==> src/core/twbf_pkg.sv <==
package twbf_pkg;
  // ---------------------------------------------------------------
  // Word framing
  // ---------------------------------------------------------------
  localparam int unsigned WORD_BITS   = 8;
  localparam int unsigned ACK_BIT     = 9;
  // ---------------------------------------------------------------
  // Timing
  // ---------------------------------------------------------------
  localparam int unsigned CLK_HZ      = 40_000_000;
  localparam int unsigned TWR_MS      = 10;
  // Longest time rounds down
  localparam int unsigned TWR_CYCLES  = (CLK_HZ / 1000) * TWR_MS;
  // Address word compare: fixed 1010 prefix in upper nibble
  localparam logic [3:0]  ADDR_PREFIX = 4'hA;
  localparam logic [2:0]  SEL_RESET   = 3'h0;
endpackage

==> src/core/twbf_core.sv <==
`timescale 1ns/10ps
`default_nettype none
// Function
// - Data line changes only while clock low; stable while clock high.
// - Data change during clock high is a bus condition, never data.
// - Data falling while clock high is a start; device detects it.
// - Data rising while clock high is a stop; device detects it.
// - Stop after a read returns device to standby, data released.
// - Every word is exactly eight bits, one per clock pulse.
// - Device pulls data low on ninth clock to acknowledge each word it receives, unless the address mismatches or a write is running.
// - Standby at power-up, and after stop once internal write finishes.
// - Self-timed write finishes within 10 ms after the ending stop.
// - Device only pulls data low or releases it.
// - During internal write, no acknowledge to any bus traffic.
// - Address mismatch withholds acknowledge; standby until next start.
module twbf_core
  import twbf_pkg::*;
#(
  parameter int unsigned TWR_CYC = TWR_CYCLES
) (
  input  wire logic       I_CLK,
  input  wire logic       I_RESETN,
  input  wire logic       I_SCL,
  input  wire logic       I_SDA,
  output var  logic       O_SDA,
  output var  logic       O_SDA_OE,
  input  wire logic [2:0] I_ADDR_SEL,
  input  wire logic [7:0] I_TX_DATA,
  output var  logic [7:0] O_RX_DATA,
  output var  logic       O_RX_VALID,
  output var  logic       O_RX_IS_ADDR,
  output var  logic       O_TX_TAKEN,
  output var  logic       O_READ_MODE,
  output var  logic       O_STANDBY,
  output var  logic       O_WRITE_BUSY,
  output var  logic       O_START,
  output var  logic       O_STOP
);
  // ---------------------------------------------------------------
  // Pin sampling and edge detection
  // ---------------------------------------------------------------
  logic scl_s;
  logic sda_s;
  logic scl_d_r;
  logic sda_d_r;

  twbf_sync #(.RST_VAL(1'b1)) u_scl_sync (
    .i_clk    (I_CLK),
    .i_resetn (I_RESETN),
    .i_d      (I_SCL),
    .o_q      (scl_s)
  );
  twbf_sync #(.RST_VAL(1'b1)) u_sda_sync (
    .i_clk    (I_CLK),
    .i_resetn (I_RESETN),
    .i_d      (I_SDA),
    .o_q      (sda_s)
  );

  wire scl_rise = scl_s & ~scl_d_r;
  wire scl_fall = ~scl_s & scl_d_r;
  // Data edges with clock high are conditions only
  wire start_det = scl_s & scl_d_r & sda_d_r & ~sda_s;
  wire stop_det  = scl_s & scl_d_r & ~sda_d_r & sda_s;

  // ---------------------------------------------------------------
  // Framing state
  // ---------------------------------------------------------------
  typedef enum logic [2:0] {
    TWBF_IDLE,
    TWBF_RX,
    TWBF_RX_ACK,
    TWBF_TX,
    TWBF_TX_ACK
  } twbf_state_t;

  twbf_state_t state_r;
  twbf_state_t state_nxt;
  logic [3:0]  bit_cnt_r;
  logic [3:0]  bit_cnt_nxt;
  logic [7:0]  shift_r;
  logic [7:0]  shift_nxt;
  logic        first_r;
  logic        read_r;
  logic        wrote_r;
  logic        drive_r;
  logic [31:0] twr_cnt_r;
  logic        busy_r;
  logic        sel_r;
  logic [2:0]  sel_lat_r;
  // Address straps caught after reset release
  always_ff @(posedge I_CLK or negedge I_RESETN) begin
    if (!I_RESETN) begin
      sel_r     <= 1'b0;
      sel_lat_r <= SEL_RESET;
    end else if (!sel_r) begin
      sel_r     <= 1'b1;
      sel_lat_r <= I_ADDR_SEL;
    end
  end

  wire       word_done  = scl_rise && (bit_cnt_r == 4'(WORD_BITS - 1));
  wire [7:0] rx_word    = {shift_r[6:0], sda_s};
  wire       rx_word_r0 = shift_r[0];   // R/W bit while the address word is held
  wire       addr_match = (rx_word[7:4] == ADDR_PREFIX) && (rx_word[3:1] == sel_lat_r);
  // No acknowledge while the internal write runs
  wire       ack_ok     = first_r ? (addr_match && !busy_r) : 1'b1;
  wire       tx_ack_hi  = scl_rise && sda_s;
  wire       in_ack     = (state_r == TWBF_RX_ACK);
  // Next-state decode
  always_comb begin
    state_nxt   = state_r;
    bit_cnt_nxt = bit_cnt_r;
    shift_nxt   = shift_r;
    if (start_det) begin
      state_nxt   = TWBF_RX;
      bit_cnt_nxt = 4'h0;
    end else if (stop_det) begin
      state_nxt   = TWBF_IDLE;
      bit_cnt_nxt = 4'h0;
    end else begin
      unique case (state_r)
        TWBF_IDLE: state_nxt = TWBF_IDLE;
        TWBF_RX: begin
          if (scl_rise) begin
            shift_nxt   = rx_word;
            bit_cnt_nxt = bit_cnt_r + 4'h1;
          end
          if (word_done)
            state_nxt = ack_ok ? TWBF_RX_ACK : TWBF_IDLE;
        end
        TWBF_RX_ACK: begin
          // Ninth pulse ends on its falling edge
          if (scl_fall && bit_cnt_r == 4'(ACK_BIT)) begin
            bit_cnt_nxt = 4'h0;
            state_nxt   = (first_r && rx_word_r0) ? TWBF_TX : TWBF_RX;
            shift_nxt   = (first_r && rx_word_r0) ? I_TX_DATA : shift_r;
          end else if (scl_rise)
            bit_cnt_nxt = 4'(ACK_BIT);
        end
        TWBF_TX: begin
          if (scl_fall && bit_cnt_r != 4'h0)
            shift_nxt = {shift_r[6:0], 1'b1};
          if (scl_rise)
            bit_cnt_nxt = bit_cnt_r + 4'h1;
          if (scl_fall && bit_cnt_r == 4'(WORD_BITS))
            state_nxt = TWBF_TX_ACK;
        end
        TWBF_TX_ACK: begin
          // Controller ack continues; no ack goes to idle until the next start
          if (tx_ack_hi)
            state_nxt = TWBF_IDLE;
          else if (scl_fall && bit_cnt_r == 4'(ACK_BIT)) begin
            state_nxt   = TWBF_TX;
            bit_cnt_nxt = 4'h0;
            shift_nxt   = I_TX_DATA;
          end else if (scl_rise)
            bit_cnt_nxt = 4'(ACK_BIT);
        end
        default: state_nxt = TWBF_IDLE;
      endcase
    end
  end

  // Framing registers; pin copies idle high so reset shows no false edge
  always_ff @(posedge I_CLK or negedge I_RESETN) begin
    if (!I_RESETN) begin
      scl_d_r   <= 1'b1;
      sda_d_r   <= 1'b1;
      state_r   <= TWBF_IDLE;
      bit_cnt_r <= 4'h0;
      shift_r   <= 8'hFF;
    end else begin
      scl_d_r   <= scl_s;
      sda_d_r   <= sda_s;
      state_r   <= state_nxt;
      bit_cnt_r <= bit_cnt_nxt;
      shift_r   <= shift_nxt;
    end
  end
  // Address word flag and direction
  always_ff @(posedge I_CLK or negedge I_RESETN) begin
    if (!I_RESETN) begin
      first_r <= 1'b0;
      read_r  <= 1'b0;
      wrote_r <= 1'b0;
    end else if (start_det) begin
      first_r <= 1'b1;
      read_r  <= 1'b0;
      wrote_r <= 1'b0;
    end else if (in_ack && scl_fall && bit_cnt_r == 4'(ACK_BIT)) begin
      if (first_r) begin
        read_r <= shift_r[0];
      end else begin
        wrote_r <= 1'b1;          // A data word means write pending
      end
      first_r <= 1'b0;
    end
  end

  // ---------------------------------------------------------------
  // Self-timed write cycle
  // ---------------------------------------------------------------
  // Count always runs to the end; start, stop and address words are still seen but get no acknowledge
  always_ff @(posedge I_CLK or negedge I_RESETN) begin
    if (!I_RESETN) begin
      busy_r    <= 1'b0;
      twr_cnt_r <= '0;
    end else if (busy_r) begin
      if (twr_cnt_r == 32'(TWR_CYC - 1)) begin
        busy_r <= 1'b0;
      end
      twr_cnt_r <= twr_cnt_r + 32'h0000_0001;
    end else if (stop_det && wrote_r && !read_r) begin
      busy_r    <= 1'b1;
      twr_cnt_r <= '0;
    end
  end

  // ---------------------------------------------------------------
  // Open-drain data driver
  // ---------------------------------------------------------------
  // Drive changes follow the clock falling edge; start and stop also release it
  wire drive_nxt = (state_nxt == TWBF_RX_ACK)
                 || (state_nxt == TWBF_TX && !shift_nxt[7] && bit_cnt_nxt != 4'(WORD_BITS));
  always_ff @(posedge I_CLK or negedge I_RESETN) begin
    if (!I_RESETN) begin
      drive_r <= 1'b0;
    end else if (start_det || stop_det) begin
      drive_r <= 1'b0;
    end else if (scl_fall || state_nxt == TWBF_IDLE) begin
      drive_r <= drive_nxt && state_nxt != TWBF_IDLE;
    end
  end
  assign O_SDA    = 1'b0;
  assign O_SDA_OE = drive_r;

  // ---------------------------------------------------------------
  // User side strobes
  // ---------------------------------------------------------------
  always_ff @(posedge I_CLK or negedge I_RESETN) begin
    if (!I_RESETN) begin
      O_RX_DATA    <= 8'h00;
      O_RX_VALID   <= 1'b0;
      O_RX_IS_ADDR <= 1'b0;
      O_TX_TAKEN   <= 1'b0;
      O_START      <= 1'b0;
      O_STOP       <= 1'b0;
    end else begin
      O_RX_VALID   <= state_r == TWBF_RX && word_done && ack_ok;
      O_RX_IS_ADDR <= first_r;
      if (state_r == TWBF_RX && word_done)
        O_RX_DATA <= rx_word;
      O_TX_TAKEN   <= state_r != TWBF_TX && state_nxt == TWBF_TX;
      O_START      <= start_det;
      O_STOP       <= stop_det;
    end
  end
  assign O_READ_MODE  = read_r;
  assign O_WRITE_BUSY = busy_r;
  assign O_STANDBY    = (state_r == TWBF_IDLE) && !busy_r;

  // ---------------------------------------------------------------
  // Checks
  // ---------------------------------------------------------------
  busy_no_ack_a : assert property (@(posedge I_CLK) disable iff (!I_RESETN)
    busy_r && first_r && state_r == TWBF_RX |=> state_r != TWBF_RX_ACK)
    else $error("acknowledge given during write cycle");
  stop_release_a : assert property (@(posedge I_CLK) disable iff (!I_RESETN)
    stop_det |=> !drive_r && state_r == TWBF_IDLE)
    else $error("stop did not release data line");
  start_abort_a : assert property (@(posedge I_CLK) disable iff (!I_RESETN)
    start_det |=> bit_cnt_r == 4'h0 && !drive_r)
    else $error("start did not reset framing");
  ack_drive_a : assert property (@(posedge I_CLK) disable iff (!I_RESETN)
    in_ack && bit_cnt_r == 4'(ACK_BIT) && scl_s |-> drive_r)
    else $error("ninth clock not acknowledged");
  count_range_a : assert property (@(posedge I_CLK) disable iff (!I_RESETN)
    bit_cnt_r <= 4'(ACK_BIT))
    else $error("bit count out of range");
  drive_scl_low_a : assert property (@(posedge I_CLK) disable iff (!I_RESETN)
    scl_s && scl_d_r && !start_det && !stop_det |=> $stable(drive_r))
    else $error("data drive changed while clock high");
  write_end_a : assert property (@(posedge I_CLK) disable iff (!I_RESETN)
    busy_r |-> twr_cnt_r < 32'(TWR_CYC))
    else $error("write cycle overran");
  mismatch_a : assert property (@(posedge I_CLK) disable iff (!I_RESETN)
    state_r == TWBF_RX && word_done && first_r && !addr_match
    |=> state_r == TWBF_IDLE)
    else $error("mismatch did not return to standby");
endmodule
`default_nettype wire

==> src/core/twbf_sync.sv <==
`timescale 1ns/10ps
`default_nettype none
// ---------------------------------------------------------------
// Two-flop synchroniser
// ---------------------------------------------------------------
module twbf_sync #(
  parameter logic RST_VAL = 1'b1
) (
  input  wire logic i_clk,
  input  wire logic i_resetn,
  input  wire logic i_d,
  output var  logic o_q
);
  logic meta_r;
  // First stage feeds only the second stage
  always_ff @(posedge i_clk or negedge i_resetn) begin
    if (!i_resetn) begin
      meta_r <= RST_VAL;
      o_q    <= RST_VAL;
    end else begin
      meta_r <= i_d;
      o_q    <= meta_r;
    end
  end
endmodule
`default_nettype wire

==> config.mk <==
export PLATFORM = sky130hd
export DESIGN_NAME = twbf_core
export DESIGN_NICKNAME = d
export VERILOG_FILES = /design/src/core/twbf_pkg.sv /design/src/core/twbf_core.sv /design/src/core/twbf_sync.sv
export SDC_FILE = /design/constraint.sdc
export NUM_CORES = 1
export LEC_CHECK = 0
export BUFFER_PORTS_ARGS = -buffer_cell sky130_fd_sc_hd__buf_2
export CORE_ASPECT_RATIO = 0.75
export CORE_UTILIZATION = 45
export CTS_CLUSTER_DIAMETER = 100
export DETAILED_ROUTE_END_ITERATION = 10
export PLACE_DENSITY = 0.76
export SETUP_SLACK_MARGIN = 0.1
export SYNTH_ARGS = -nofsm -noshare
export SYNTH_HDL_FRONTEND = slang
export SYNTH_SLANG_ARGS = --single-unit
export TNS_END_PERCENT = 50
==> constraint.sdc <==
create_clock -name I_CLK -period 2.5 [get_ports I_CLK]
set_input_delay 0 -clock I_CLK [delete_from_list [all_inputs] [get_ports I_CLK]]
set_output_delay 0 -clock I_CLK [all_outputs]
set_load 0.05 [all_outputs]
# [Yosys cells after proc, flatten, opt, wreduce, memory -nomap -nowiden]
# Index checks and enable logic that the tools add are counted.
[word_totals] ff_bits=75 in_bits=15
[classes] n_addsub=2 n_eq_ne=21 muxes=42 bitwise_logic=13 n_reduce_logical=38
[ops] op="32-bit 2-to-1 mux" count=2
[ops] op="8-bit 2-to-1 mux" count=8
[ops] op="32-bit by 1-bit adder with 32-bit output, second input constant" count=1
[ops] op="32-bit by 19-bit equality test with 1-bit output, second input constant" count=1
[ops] op="8-bit one-hot mux with 4 select lines" count=1
[ops] op="4-bit 2-to-1 mux" count=6
[ops] op="3-bit 2-to-1 mux" count=7
[ops] op="1-bit logical AND" count=19
[ops] op="1-bit 2-to-1 mux" count=14
[ops] op="3-bit by 2-bit equality test with 1-bit output, second input constant" count=4
[ops] op="4-bit equality test, second input constant" count=3
[ops] op="3-bit one-hot mux with 4 select lines" count=1
[ops] op="4-bit one-hot mux with 3 select lines" count=1
[ops] op="2-bit inequality test, second input constant" count=5
[ops] op="9-bit AND reduction" count=1
[ops] op="2-bit nonzero test" count=4
[ops] op="4-bit nonzero test" count=2
[ops] op="1-bit bitwise AND" count=7
[ops] op="3-bit logical NOT" count=2
[ops] op="1-bit inverter" count=6
[ops] op="4-bit by 1-bit adder with 4-bit output, second input constant" count=1
[ops] op="4-bit by 3-bit equality test with 1-bit output, second input constant" count=1
[ops] op="2-bit 2-to-1 mux" count=2
[ops] op="2-bit by 1-bit inequality test with 1-bit output, second input constant" count=2
[ops] op="10 further kinds" count=15

# [Depth between registers and ports, before layout]
# Gate-level depths: netlist of run 1.
[logic_depth] ltp_word=16 ltp_mapped=10 depth_no_buf=9

# [By module]
# Synthesis of run 1 repeated with hierarchy kept, for this count alone.
[hier_totals] hier_cells=367 area_unflattened_um2=3748.6
[by_module_without_submodules] module="twbf_core" instances=1 cells_each=363 area_each_um2=3643.5 seq_area_each_um2=1789.2
[by_module_without_submodules] module="twbf_sync" instances=2 cells_each=2 area_each_um2=52.6 seq_area_each_um2=52.6

# [Worst setup path before layout of run 1]
# Ideal clock, no wire load.
[synth_path] path_kind="reg-to-reg" from="register u_scl_sync.o_q" to="register drive_r, in the netlist O_SDA_OE" setup_ns=0.131 arrival_ns=2.326 setup_slack_ns=0.042 stages_incl_launch_ff=10 path_buffers=0 cell_sequence="dfstp_2 > nor2b_2 > inv_2 > ha_1 > a211oi_1 > a31oi_1 > o221a_2 > or4b_1 > o2111ai_1 > a211oi_1"
[synth_rtl] item="start: declaration" line="twbf_sync.sv:12" text="output var logic o_q"
[synth_rtl] item="start signal: assignment" line="twbf_sync.sv:22" text="o_q <= meta_r;"
[synth_rtl] item="1-bit inverter" line="twbf_core.sv:61" text="wire scl_fall = ~scl_s & scl_d_r;"
[synth_rtl] item="1-bit bitwise AND" line="twbf_core.sv:61"
[synth_rtl] item="1-bit logical AND" line="twbf_core.sv:134, twbf_core.sv:153"
[synth_rtl] item="4-bit 2-to-1 mux" line="twbf_core.sv:134" text="if (scl_fall && bit_cnt_r == 4'(ACK_BIT)) begin"
[synth_rtl] item="4-bit 2-to-1 mux" line="twbf_core.sv:151" text="if (tx_ack_hi)"
[synth_rtl] item="4-bit one-hot mux with 3 select lines" line="twbf_core.sv:122" text="unique case (state_r)"
[synth_rtl] item="4-bit 2-to-1 mux" line="twbf_core.sv:118" text="end else if (stop_det) begin"
[synth_rtl] item="4-bit 2-to-1 mux (*)" line="twbf_core.sv:115" text="if (start_det) begin"
[synth_rtl] item="net bit_cnt_nxt[0]" line="twbf_core.sv:80" text="logic [3:0] bit_cnt_nxt;"
[synth_rtl] item="4-bit inequality test (*)" line="twbf_core.sv:225" text="|| (state_nxt == TWBF_TX && !shift_nxt[7] && bit_cnt_nxt != 4'(WORD_BITS));"
[synth_rtl] item="1-bit logical AND (*)" line="twbf_core.sv:225"
[synth_rtl] item="1-bit logical OR (*)" line="twbf_core.sv:225"
[synth_rtl] item="1-bit logical AND (*)" line="twbf_core.sv:232" text="drive_r <= drive_nxt && state_nxt != TWBF_IDLE;"
[synth_rtl] item="1-bit 2-to-1 mux (*)" line="twbf_core.sv:231" text="end else if (scl_fall || state_nxt == TWBF_IDLE) begin"
[synth_rtl] item="1-bit 2-to-1 mux (*)" line="twbf_core.sv:229" text="end else if (start_det || stop_det) begin"
[synth_rtl] item="end signal: assignment" line="twbf_core.sv:228" text="drive_r <= 1'b0;"
[synth_rtl] item="end signal: assignment" line="twbf_core.sv:230" text="drive_r <= 1'b0;"
[synth_rtl] item="end signal: assignment" line="twbf_core.sv:232"
[synth_rtl] item="end: declaration" line="twbf_core.sv:86" text="logic drive_r;"
# The timed path passes the listed nets; every way through them passes the cells marked *. The select of a mux whose other input is x is not followed.
# A chain may end at the register's enable or synchronous reset.

# [Final worst setup path of run 1]
# Ends and elaborated chain as after synthesis.

==> metrics, run 1 <==
flops & latches, synth 75; cells traversed along the worst timing path nor2b_4, inv_2, ha_1, a211oi_2, a31oi_1, o221a_2, or4b_4, o2111ai_1, a211oi_1; Max-Slew Margin vs Limit 37.8%; number of global-route vias before repair 3017; worst clock skew 10.9 ps; synth unique cells 56; category of the critical setup timing path register to register; clock buffers created by TritonCTS 9; power per unit of standard cell area 511 nW/um^2; Slew @ Worst Pin 933 ps; crit share post-route 94.2%; met3 Resource Use GR 4.76%; Horiz. Die Dim 108 microns; Final Setup Violations 0; crit path max-delay cell type sky130_fd_sc_hd__dfstp_2; leading cell types by total area after synthesis sky130_fd_sc_hd__dfrtp_1 (40%), sky130_fd_sc_hd__dfstp_2 (9.7%), sky130_fd_sc_hd__nand3_1 (4.9%), sky130_fd_sc_hd__mux2_2 (3.3%), sky130_fd_sc_hd__mux2i_1 (3.2%); wire length of the first global-routing pass 14900 microns; router iterations before antenna repair 5; CTS HTree Levels 3; Synthesized Nets 392; GRT overflow 0; dpl ws -7.34 ps; cell row count 28; GR met2 Demand/Resource 32.3%; number of ports placed on the die boundary 33; reg-to-reg setup timing slack 140 ps; Total Die Area 8790 sq um; number of input and output port buffers inserted 31; overall routing resource usage 22.4%; latest clock arrival within the worst-skew pair 340 ps; Fillers 663; Tightest Hold Check Type primary input to register; clk slew on worst S/H paths 80 ps; number of nets with antenna violations after detailed routing 0; layout-stage area growth over the synthesis result 20.8%; global placement routability congestion 1.02; startpoint type of the worst setup path register; endpoints failing hold 0; post-synthesis sequential area ratio 50.0%; Bufs and invs on worst path 1; master cell of the clock root buffer sky130_fd_sc_hd__clkbuf_8; result of the run finished clean; required arrival time at the worst endpoint 2720 ps; number of violations of the max-capacitance limit 0; crit path max fanout 4; post-synthesis async set-or-reset flop share 100%; total routed wirelength 9120 microns; share of layout cells above drive strength 1 28.2%; clock sink total 75; detailed-placement wirelength estimate 6350 microns; highest clock rate 0.425 GHz; TritonCTS clock tree built; per-instance average area after synthesis 10.2 sq um; cell types with the highest counts after synthesis sky130_fd_sc_hd__dfrtp_1 (61), sky130_fd_sc_hd__nand3_1 (37), sky130_fd_sc_hd__nand2_1 (32); detailed router's first-iteration violation count 208; capturing element type of the critical path register; Worst Path Arrival 2580 ps; leading register cell type out of synthesis sky130_fd_sc_hd__dfrtp_1; most frequent cell after synthesis sky130_fd_sc_hd__dfrtp_1; effective utilization at floorplan 47.2%; number of synthesized flops with an enable pin 0; via count 3158; Yosys warning count 0; Routed WL per cell 16.8 microns; number of nets in the final layout 454; core outline area 8020 sq um; maximum single-stage delay on the critical path 550 ps; Tmin final 2360 ps; max-slew violation count 0; clock tree buffer depth 2; pin count of the biggest net entering global routing 76; final antenna diode count 0; highest-utilization routing layer at the global route stage met1; GRT met1 Usage 33.3%; top cell family by delay on the critical path compound AO/OA/AOI/OAI gates; die height 81.5 microns; cell type with the largest total area after synthesis sky130_fd_sc_hd__dfrtp_1; VDD IR max 0.362 mV; area share of the leading cell type in the synthesized netlist 40.3%; setup repair after global routing missed its margin yes; Static Leak 2.09 nW; mean number of vias per cell 5.81; number of instances in the synthesized netlist 372; post-synthesis cell area 3790 sq um; number of antenna violations at the first check in global routing 0; setup slack after layout 145 ps; utilization of the core after routing 57.0%; DRC violation count after routing 0
-- layout by cell type, fill, tap and decap left out, types with 2 or more instances in the layout --
cell                            Yosys  final
sky130_fd_sc_hd__buf_2              4     30
sky130_fd_sc_hd__o211ai_1           7      7
sky130_fd_sc_hd__o31ai_1            4      4
sky130_fd_sc_hd__dfstp_2           14     14
sky130_fd_sc_hd__clkbuf_1          13      4
sky130_fd_sc_hd__dlygate4sd3_1      0     13
sky130_fd_sc_hd__nor3_2             0      2
sky130_fd_sc_hd__dfrtp_2            0      2
sky130_fd_sc_hd__mux2_2            11     11
sky130_fd_sc_hd__nand2_1           32     32
sky130_fd_sc_hd__and2_1             8      6
sky130_fd_sc_hd__and3_1            10     10
sky130_fd_sc_hd__ha_1               5      4
sky130_fd_sc_hd__o21ai_0           21     20
sky130_fd_sc_hd__a31o_2             4      4
sky130_fd_sc_hd__nand2b_1           7      7
sky130_fd_sc_hd__nor4_1             8      7
sky130_fd_sc_hd__clkbuf_8           0     10
sky130_fd_sc_hd__dfrtp_1           61     59
sky130_fd_sc_hd__buf_4              2     27
sky130_fd_sc_hd__nor2b_1            2      2
sky130_fd_sc_hd__xor2_1             4      4
sky130_fd_sc_hd__a21oi_1            9      9
sky130_fd_sc_hd__a31oi_1            4      3
sky130_fd_sc_hd__xnor2_1            3      3
sky130_fd_sc_hd__or3_1              2      2
sky130_fd_sc_hd__a21o_1             7      7
sky130_fd_sc_hd__nand3_1           37     37
sky130_fd_sc_hd__nor2_1            15     15
sky130_fd_sc_hd__a211oi_1           3      2
sky130_fd_sc_hd__conb_1             2      2
sky130_fd_sc_hd__nand4_1            9      9
sky130_fd_sc_hd__nor3b_1            3      3
sky130_fd_sc_hd__and4_1             2      2
sky130_fd_sc_hd__inv_1              7      7
sky130_fd_sc_hd__a22o_1             6      6
sky130_fd_sc_hd__or3b_4             0      3
sky130_fd_sc_hd__nor3_1             7      5
sky130_fd_sc_hd__mux2i_1           12     12
-- final cells by class --
cell class	count	area (sq um)	area share, %
multi-input cells	270	1870	40.8
well taps	105	131	2.87
flip-flops and latches	75	1900	41.5
repair buffers	70	483	10.6
inverters	8	30.0	0.656
clock buffers	14	153	3.34
clock inverters	2	12.5	0.274
-- worst min-delay path: cells and delay by family --
family / cells / cell delay [ps]
AO/OA/AOI/OAI: 2 / 230
buffers and inverters: 1 / 90
-- metrics by stage --
step	total power (W)	std cells	instance area (sq um)	hold slack, ps	TNS (ps)
floorplan	0.00143	372	3790	-296	0
global route	0.00244	544	4570	24.0	0
global placement	0.00152	510	4160	105	0
detailed placement	0.00152	510	4160	107	-7.34
finish	0.00234	544	4570	19.8	0
CTS	0.00235	540	4470	4.82	0
-- where the power goes --
group	total [W]	leakage, nW	internal [W]	switching [W]
Combinational	0.000214	1.04	0.0000919	0.000122
Clock	0.000804	0.0807	0.000388	0.000416
Sequential	0.00132	0.971	0.00127	0.0000442
-- cell families after synthesis --
family | count (synthesis) | share of synthesized area, %
simple gates | 153 | 21.9
compound gates | 80 | 15.2
flops | 75 | 50.0
buf+inv | 27 | 3.01
mux | 23 | 6.44
xor+xnor | 7 | 1.62
fa+ha+maj | 5 | 1.65
other cells | 2 | 0.198
-- registers in the layout, indices dropped and copies added, names as in the netlist, 3 cells and up --
register	count
state_r	3
sel_lat_r	3
shift_r	8
twr_cnt_r	32
bit_cnt_r	4
O_RX_DATA	8
-- routing by layer --
metal  part of all wire [%]  wire length [microns]
met1                     49                   4510
met2                     44                   3990
met3                    5.7                    522
met4                    1.0                     92
met5                      0                      0
-- worst paths after layout --
kind	start	depth (start not counted)	to
max	u_scl_sync.o_q$_DFF_PN1_	9	O_SDA_OE$_DFFE_PN0P_
min	I_TX_DATA[1]	3	shift_r[1]$_DFFE_PN1P_
max reg2reg	u_scl_sync.o_q$_DFF_PN1_	9	O_SDA_OE$_DFFE_PN0P_
min reg2reg	u_sda_sync.meta_r$_DFF_PN1_	0	u_sda_sync.o_q$_DFF_PN1_
max in group asynchronous	I_RESETN	2	bit_cnt_r[0]$_DFF_PN0_
min in group asynchronous	I_RESETN	2	first_r$_DFFE_PN0P_
-- repair_timing --
action,CTS,global route
resized for setup,4,20
hold buffers,13,0
pin swaps,0,9
setup endpoints to repair,6,8
hold endpoints to repair,73,0
setup buffers,1,4
Note: power is estimated with default switching activity, not from simulation.
==> run 2: changes to the inputs <==
Settings changed: RECOVER_POWER set to 50.
==> run 2 against run 1 <==
The flow now finishes with violations (capacitance limit, slew limit). Largest power group unchanged. Critical path type unchanged. Non-clock buffer count stayed put. Clock-buffer cell count stayed put. First-iteration DRC count is 1.4% lower. Highest routed layer unchanged. Fmax is 1.6% lower. Sequential power hardly changed. Die area stayed put.
==> metrics, run 2 (synthesized netlist as in run 1, its figures left out) <==
net switching fraction of the power 25.0% (+0.090 points); violations in the final reports capacitance limit, slew limit; cell row count 28 (unchanged); layout-stage area growth over the synthesis result 20.1%; cell count of the worst hold path 3 (unchanged); crit share post-route 95.8% (+1.6 points); largest registers in the final layout twr_cnt_r (32), O_RX_DATA (8), shift_r (8); result of the run finished, violations left; register with the most flip-flops twr_cnt_r; beginning of the worst register-to-register path u_scl_sync.o_q$_DFF_PN1_; Routed WL per cell 16.7 microns (-0.36%); detailed router's first-iteration violation count 205 (-1.4%); Final Setup Violations 0 (unchanged); share of layout cells above drive strength 1 24.1% (-4.1 points); master cell of the clock root buffer sky130_fd_sc_hd__clkbuf_8; number of nets in the final layout 454 (unchanged); clock sink total 75 (unchanged); crit path max fanout 6 (+2); setup slack after layout 106 ps (-39.0 ps); TritonCTS clock tree built; latest clock arrival within the worst-skew pair 340 ps (about the same); die height 81.5 microns (unchanged); Max-Slew Margin vs Limit -21.5% (-59 points); Slew @ Worst Pin 1820 ps (+890 ps); clock buffers created by TritonCTS 9 (unchanged); cell-internal power 0.00175 W (-0.16%); number of violations of the max-capacitance limit 1 (+1); number of input and output port buffers inserted 31 (unchanged); capturing element type of the critical path register; VDD IR max 0.363 mV (+0.11%); post-route insts no fill 544 (unchanged); part of the total power dissipated in sequential elements 56.4% (about the same); CTS HTree Levels 3 (unchanged); most frequent standard cell in the layout excluding fill and tap cells sky130_fd_sc_hd__dfrtp_1; length in cells of the worst reg-to-reg path 9 (unchanged); max FFs per register 32 (unchanged); Tightest Hold Check Type primary input to register; Cells after DPL 510 (unchanged); max-slew violation count 76 (+76); origin of the worst min-delay path I_TX_DATA[1]; clock share of power 34.5% (about the same); number of ports placed on the die boundary 33 (unchanged); overall routing resource usage 22.4% (unchanged); setup repair after global routing missed its margin yes; detailed-placement wirelength estimate 6350 microns (unchanged); router iterations before antenna repair 5 (unchanged); dpl ws -7.34 ps (unchanged); Detail Route met2 WL 3990 microns (about the same); mean number of vias per cell 5.84 (+0.54%); endpoints failing hold 0 (unchanged); Horiz. Die Dim 108 microns (unchanged); startpoint type of the worst setup path register; Total Die Area 8790 sq um (unchanged); global placement routability congestion 1.02 (unchanged); clk slew on worst S/H paths 80 ps (about the same); number of nets with antenna violations after detailed routing 0 (unchanged); category of the critical setup timing path register to register; number of antenna violations at the first check in global routing 0 (unchanged); power per unit of standard cell area 513 nW/um^2 (+0.51%); top layer used by detailed routing met4; core outline area 8020 sq um (unchanged); Tmin final 2390 ps (+39.0 ps); total routed wirelength 9090 microns (-0.36%); power share of the combinational group 9.1% (about the same); effective utilization at floorplan 47.2% (unchanged); pin count of the biggest net entering global routing 76 (unchanged); number of global-route vias before repair 3017 (unchanged); final antenna diode count 0 (unchanged); worst hold slack 17.3 ps (-2.52 ps); GRT overflow 0 (unchanged); DRC violation count after routing 0 (unchanged); highest clock rate 0.418 GHz (-1.6%); Worst Path Arrival 2620 ps (+40 ps); clock tree buffer depth 2 (unchanged); worst clock skew 9.59 ps (-1.30 ps); Met3 Wirelength 524 microns (+0.38%); wire length of the first global-routing pass 14900 microns (unchanged); via count 3175 (+0.54%); origin of the worst setup path u_scl_sync.o_q$_DFF_PN1_; required arrival time at the worst endpoint 2720 ps (about the same); most used cells in the layout excluding fill and tap cells sky130_fd_sc_hd__dfrtp_1 (59), sky130_fd_sc_hd__nand3_1 (37), sky130_fd_sc_hd__nand2_1 (32), sky130_fd_sc_hd__buf_4 (25); NetSw 0.000584 W (+0.32%); post-route met1 wirelength 4450 microns (-1.4%); Static Leak 2.02 nW (-3.2%)
==> run 2: critical path, stage by stage, from the launching register on <==
cell and delay, ps:
sky130_fd_sc_hd__dfstp_1 570, sky130_fd_sc_hd__nor2b_4 170, sky130_fd_sc_hd__inv_2 60, sky130_fd_sc_hd__buf_4 150
sky130_fd_sc_hd__o21ai_0 210, sky130_fd_sc_hd__a31o_2 190, sky130_fd_sc_hd__o311ai_1 180, sky130_fd_sc_hd__or4b_4 580
sky130_fd_sc_hd__o2111ai_1 90, sky130_fd_sc_hd__a211oi_1 90
==> run 2: power by group through the flow <==
| stage | Clock, W | Sequential (W) | Combinational [W] |
|---|---|---|---|
| finish | 0.000806 | 0.00132 | 0.000212 |
| global route | 0.000884 | 0.00132 | 0.000235 |
| CTS | 0.000833 | 0.00131 | 0.000203 |
| detailed placement | 0 | 0.00134 | 0.000183 |
| global placement | 0 | 0.00134 | 0.000181 |
| floorplan | 0 | 0.00133 | 0.0000976 |
==> run 2: area by class of cell <==
cell class	count	area, sq um
clock buffer	14	153
clock inverter	2	12.5
fill	672	3470
inverter	8	30.0
multi-input combinational	270	1870
sequential	75	1900
tap	105	131
timing repair buffer	70	458
==> run 2: final timing paths <==
check,end,slack (ps)
max,O_SDA_OE$_DFFE_PN0P_,110
min,shift_r[1]$_DFFE_PN1P_,20
max reg2reg,O_SDA_OE$_DFFE_PN0P_,110
min reg2reg,u_sda_sync.o_q$_DFF_PN1_,360
max in group asynchronous,bit_cnt_r[0]$_DFF_PN0_,590
min in group asynchronous,first_r$_DFFE_PN0P_,710
==> run 2: metal layers <==
metal  track usage [%]  up-vias
li1                  -     1495
met1              33.3     1549
met2              32.3      119
met3              4.76       12
met4              7.95        0
met5                 0        -
==> run 2: metrics by stage <==
stage	power [W]	setup TNS (ps)	util [%]	instance area, sq um
after floorplan	0.00143	0	-	3790
after global placement	0.00152	0	51.8	4160
after detailed placement	0.00152	-7.34	51.8	4160
after CTS	0.00235	0	55.8	4470
after global routing	0.00244	0	56.7	4550
final	0.00233	0	56.7	4550
==> run 2: repair_timing <==
| item | CTS | global route |
|---|---|---|
| hold buffers | 13 | 0 |
| pin swaps | 0 | 9 |
| setup buffers | 1 | 4 |
| hold endpoints to repair | 73 | 0 |
| resized for setup | 4 | 20 |
| endpoints found under the setup margin | 6 | 8 |
==> run 3: changes to the inputs <==
Settings changed: SETUP_SLACK_MARGIN 0.1 to 0.5.
==> run 3 against run 2 <==
The flow still finishes with violations (capacitance limit, slew limit). Final area increased by 8.0%. Hold slack improved by 50 ps. Cell count increased by 3.3%. Sequential share of layout area decreased by 3.1 points. Setup slack improved by 1.5 ps. Clock skew increased by 0.96 ps. Register-to-register slack about the same. Sequential power about the same. Global-route usage increased by 0.84 points. First-iteration DRC count increased by 39%. Core utilization increased by 4.5 points. Critical path depth decreased by 1. Critical endpoint unchanged.
==> metrics, run 3 (synthesized netlist as in run 1, its figures left out) <==
Slew @ Worst Pin 1810 ps (-15.9 ps); reg-to-reg setup timing slack 110 ps (about the same); number of antenna violations at the first check in global routing 0 (unchanged); R2R Path End O_SDA_OE$_DFFE_PN0P_; part of the total power dissipated in sequential elements 51.4% (-5.0 points); beginning of the worst register-to-register path u_scl_sync.o_q$_DFF_PN1_; NetSw 0.000640 W (+9.6%); Final Setup Violations 0 (unchanged); overall routing resource usage 23.3% (+0.84 points); detailed-placement wirelength estimate 6170 microns (-2.8%); TritonCTS clock tree built; most used cells in the layout excluding fill and tap cells sky130_fd_sc_hd__dfrtp_1 (59), sky130_fd_sc_hd__buf_4 (38), sky130_fd_sc_hd__nand3_1 (36), sky130_fd_sc_hd__nand2_1 (31); largest registers in the final layout twr_cnt_r (32), O_RX_DATA (8), shift_r (8); CTS HTree Levels 3 (unchanged); number of ports placed on the die boundary 33 (unchanged); crit share post-route 95.7% (about the same); Critical Path End O_SDA_OE$_DFFE_PN0P_; power share of the combinational group 8.9% (-0.2 points); core outline area 8020 sq um (unchanged); origin of the worst min-delay path I_TX_DATA[1]; category of the critical setup timing path register to register; master cell of the clock root buffer sky130_fd_sc_hd__clkbuf_8; total routed wirelength 9790 microns (+7.8%); number of global-route vias before repair 2980 (-1.2%); violations in the final reports capacitance limit, slew limit; wire length of the first global-routing pass 15400 microns (+3.6%); max-slew violation count 76 (unchanged); die height 81.5 microns (unchanged); number of nets with antenna violations after detailed routing 0 (unchanged); register with the most flip-flops twr_cnt_r; latest clock arrival within the worst-skew pair 350 ps (about the same); cell row count 28 (unchanged); setup repair after global routing missed its margin yes; share of layout cells above drive strength 1 31.9% (+7.8 points); mean number of vias per cell 5.90 (+1.1%); number of input and output port buffers inserted 31 (unchanged); net switching fraction of the power 24.9% (-0.17 points); aggregate negative setup slack 0 ps (unchanged); router iterations before antenna repair 5 (unchanged); power per unit of standard cell area 524 nW/um^2 (+2.2%); max FFs per register 32 (unchanged); Static Leak 2.18 nW (+7.6%); pin count of the biggest net entering global routing 76 (unchanged); detailed router's first-iteration violation count 284 (+39%); origin of the worst setup path u_scl_sync.o_q$_DFF_PN1_; DRC violation count after routing 0 (unchanged); clk slew on worst S/H paths 80 ps (about the same); length in cells of the worst reg-to-reg path 8 (-1); cell-internal power 0.00194 W (+11%); crit path max fanout 5 (-1); required arrival time at the worst endpoint 2770 ps (+50 ps); Horiz. Die Dim 108 microns (unchanged); number of violations of the max-capacitance limit 1 (unchanged); GRT overflow 0 (unchanged); Max-Slew Margin vs Limit -20.5% (+1.1 points); via count 3315 (+4.4%); worst clock skew 10.6 ps (+0.964 ps); clock share of power 39.7% (+5.2 points); result of the run finished, violations left; startpoint type of the worst setup path register; global placement routability congestion 0.905 (-11%); effective utilization at floorplan 47.2% (unchanged); number of nets in the final layout 472 (+4.0%); most frequent standard cell in the layout excluding fill and tap cells sky130_fd_sc_hd__dfrtp_1; endpoints failing hold 0 (unchanged); utilization of the core after routing 61.2% (+4.5 points); capturing element type of the critical path register; Worst Path Arrival 2660 ps (+40 ps); clock tree buffer depth 2 (unchanged); clock sink total 75 (unchanged); final antenna diode count 0 (unchanged); Tightest Hold Check Type primary input to register; layout-stage area growth over the synthesis result 29.7%; Tmin final 2390 ps (-1.49 ps); clock buffers created by TritonCTS 9 (unchanged); Routed WL per cell 17.4 microns (+4.3%); highest clock rate 0.418 GHz (about the same); VDD IR max 0.358 mV (-1.3%); Total Die Area 8790 sq um (unchanged)
run 3: worst min path at each step:
stage                                             end  slack (ps)  cells after the start
final                          shift_r[1]$_DFFE_PN1P_          70                      3
after detailed placement  u_sda_sync.meta_r$_DFF_PN1_         110                      1
after global placement    u_sda_sync.meta_r$_DFF_PN1_         110                      1
after floorplan               O_READ_MODE$_DFFE_PN0P_        -300                      0
after CTS                      shift_r[1]$_DFFE_PN1P_          10                      3
after global routing           shift_r[1]$_DFFE_PN1P_          50                      3
run 3: layout make-up:
type	instances	area [sq um]
clock buffers	9	124
clock inverters	7	91.3
fillers	652	3110
inverters	8	32.5
multi-input cells	270	2010
flip-flops and latches	75	1900
well taps	105	131
repair buffers	88	628
run 3: power by group through the flow:
| stage | Clock [W] | Sequential (W) | Combinational, W |
|---|---|---|---|
| floorplan | 0 | 0.00133 | 0.000104 |
| detailed placement | 0 | 0.00134 | 0.000174 |
| global placement | 0 | 0.00134 | 0.000171 |
| finish | 0.00102 | 0.00132 | 0.000230 |
| global route | 0.00110 | 0.00133 | 0.000251 |
| CTS | 0.00104 | 0.00132 | 0.000209 |
run 3: critical path, stage by stage (launching register included):
cell and delay, ps:
sky130_fd_sc_hd__dfstp_2 560, sky130_fd_sc_hd__buf_4 120, sky130_fd_sc_hd__or3b_4 440, sky130_fd_sc_hd__nor3_4 170
sky130_fd_sc_hd__a31oi_4 120, sky130_fd_sc_hd__a31oi_4 190, sky130_fd_sc_hd__and4b_4 340, sky130_fd_sc_hd__o2111ai_4 160
sky130_fd_sc_hd__a211oi_2 210
run 3: repair_timing:
item                                    CTS  global route
hold buffers                             13             0
pin swaps                                12             4
setup buffers                            10            10
hold endpoints to repair                 73             0
endpoints found under the setup margin   29            48
resized for setup                        26            31
gates cloned                              0             2
run 3: layer usage:
| layer | vias up | track usage [%] | routed length, microns |
|---|---|---|---|
| li1 | 1542 | - | - |
| met5 | - | 0 | 0 |
| met2 | 126 | 34.4 | 4470 |
| met4 | 0 | 5.62 | 55 |
| met1 | 1641 | 33.9 | 4670 |
| met3 | 6 | 6.43 | 602 |
run 3: stage by stage:
stage	total power, W	cell area, sq um	instances	setup slack [ps]	hold WS (ps)
3_3_place_gp	0.00151	4210	511	112	106
3_5_place_dp	0.00152	4210	511	72.1	106
5_1_grt	0.00268	4910	562	45.7	51.1
4_1_cts	0.00257	4740	550	199	10.5
6_report	0.00258	4910	562	107	67.7
2_1_floorplan	0.00144	3830	372	216	-296
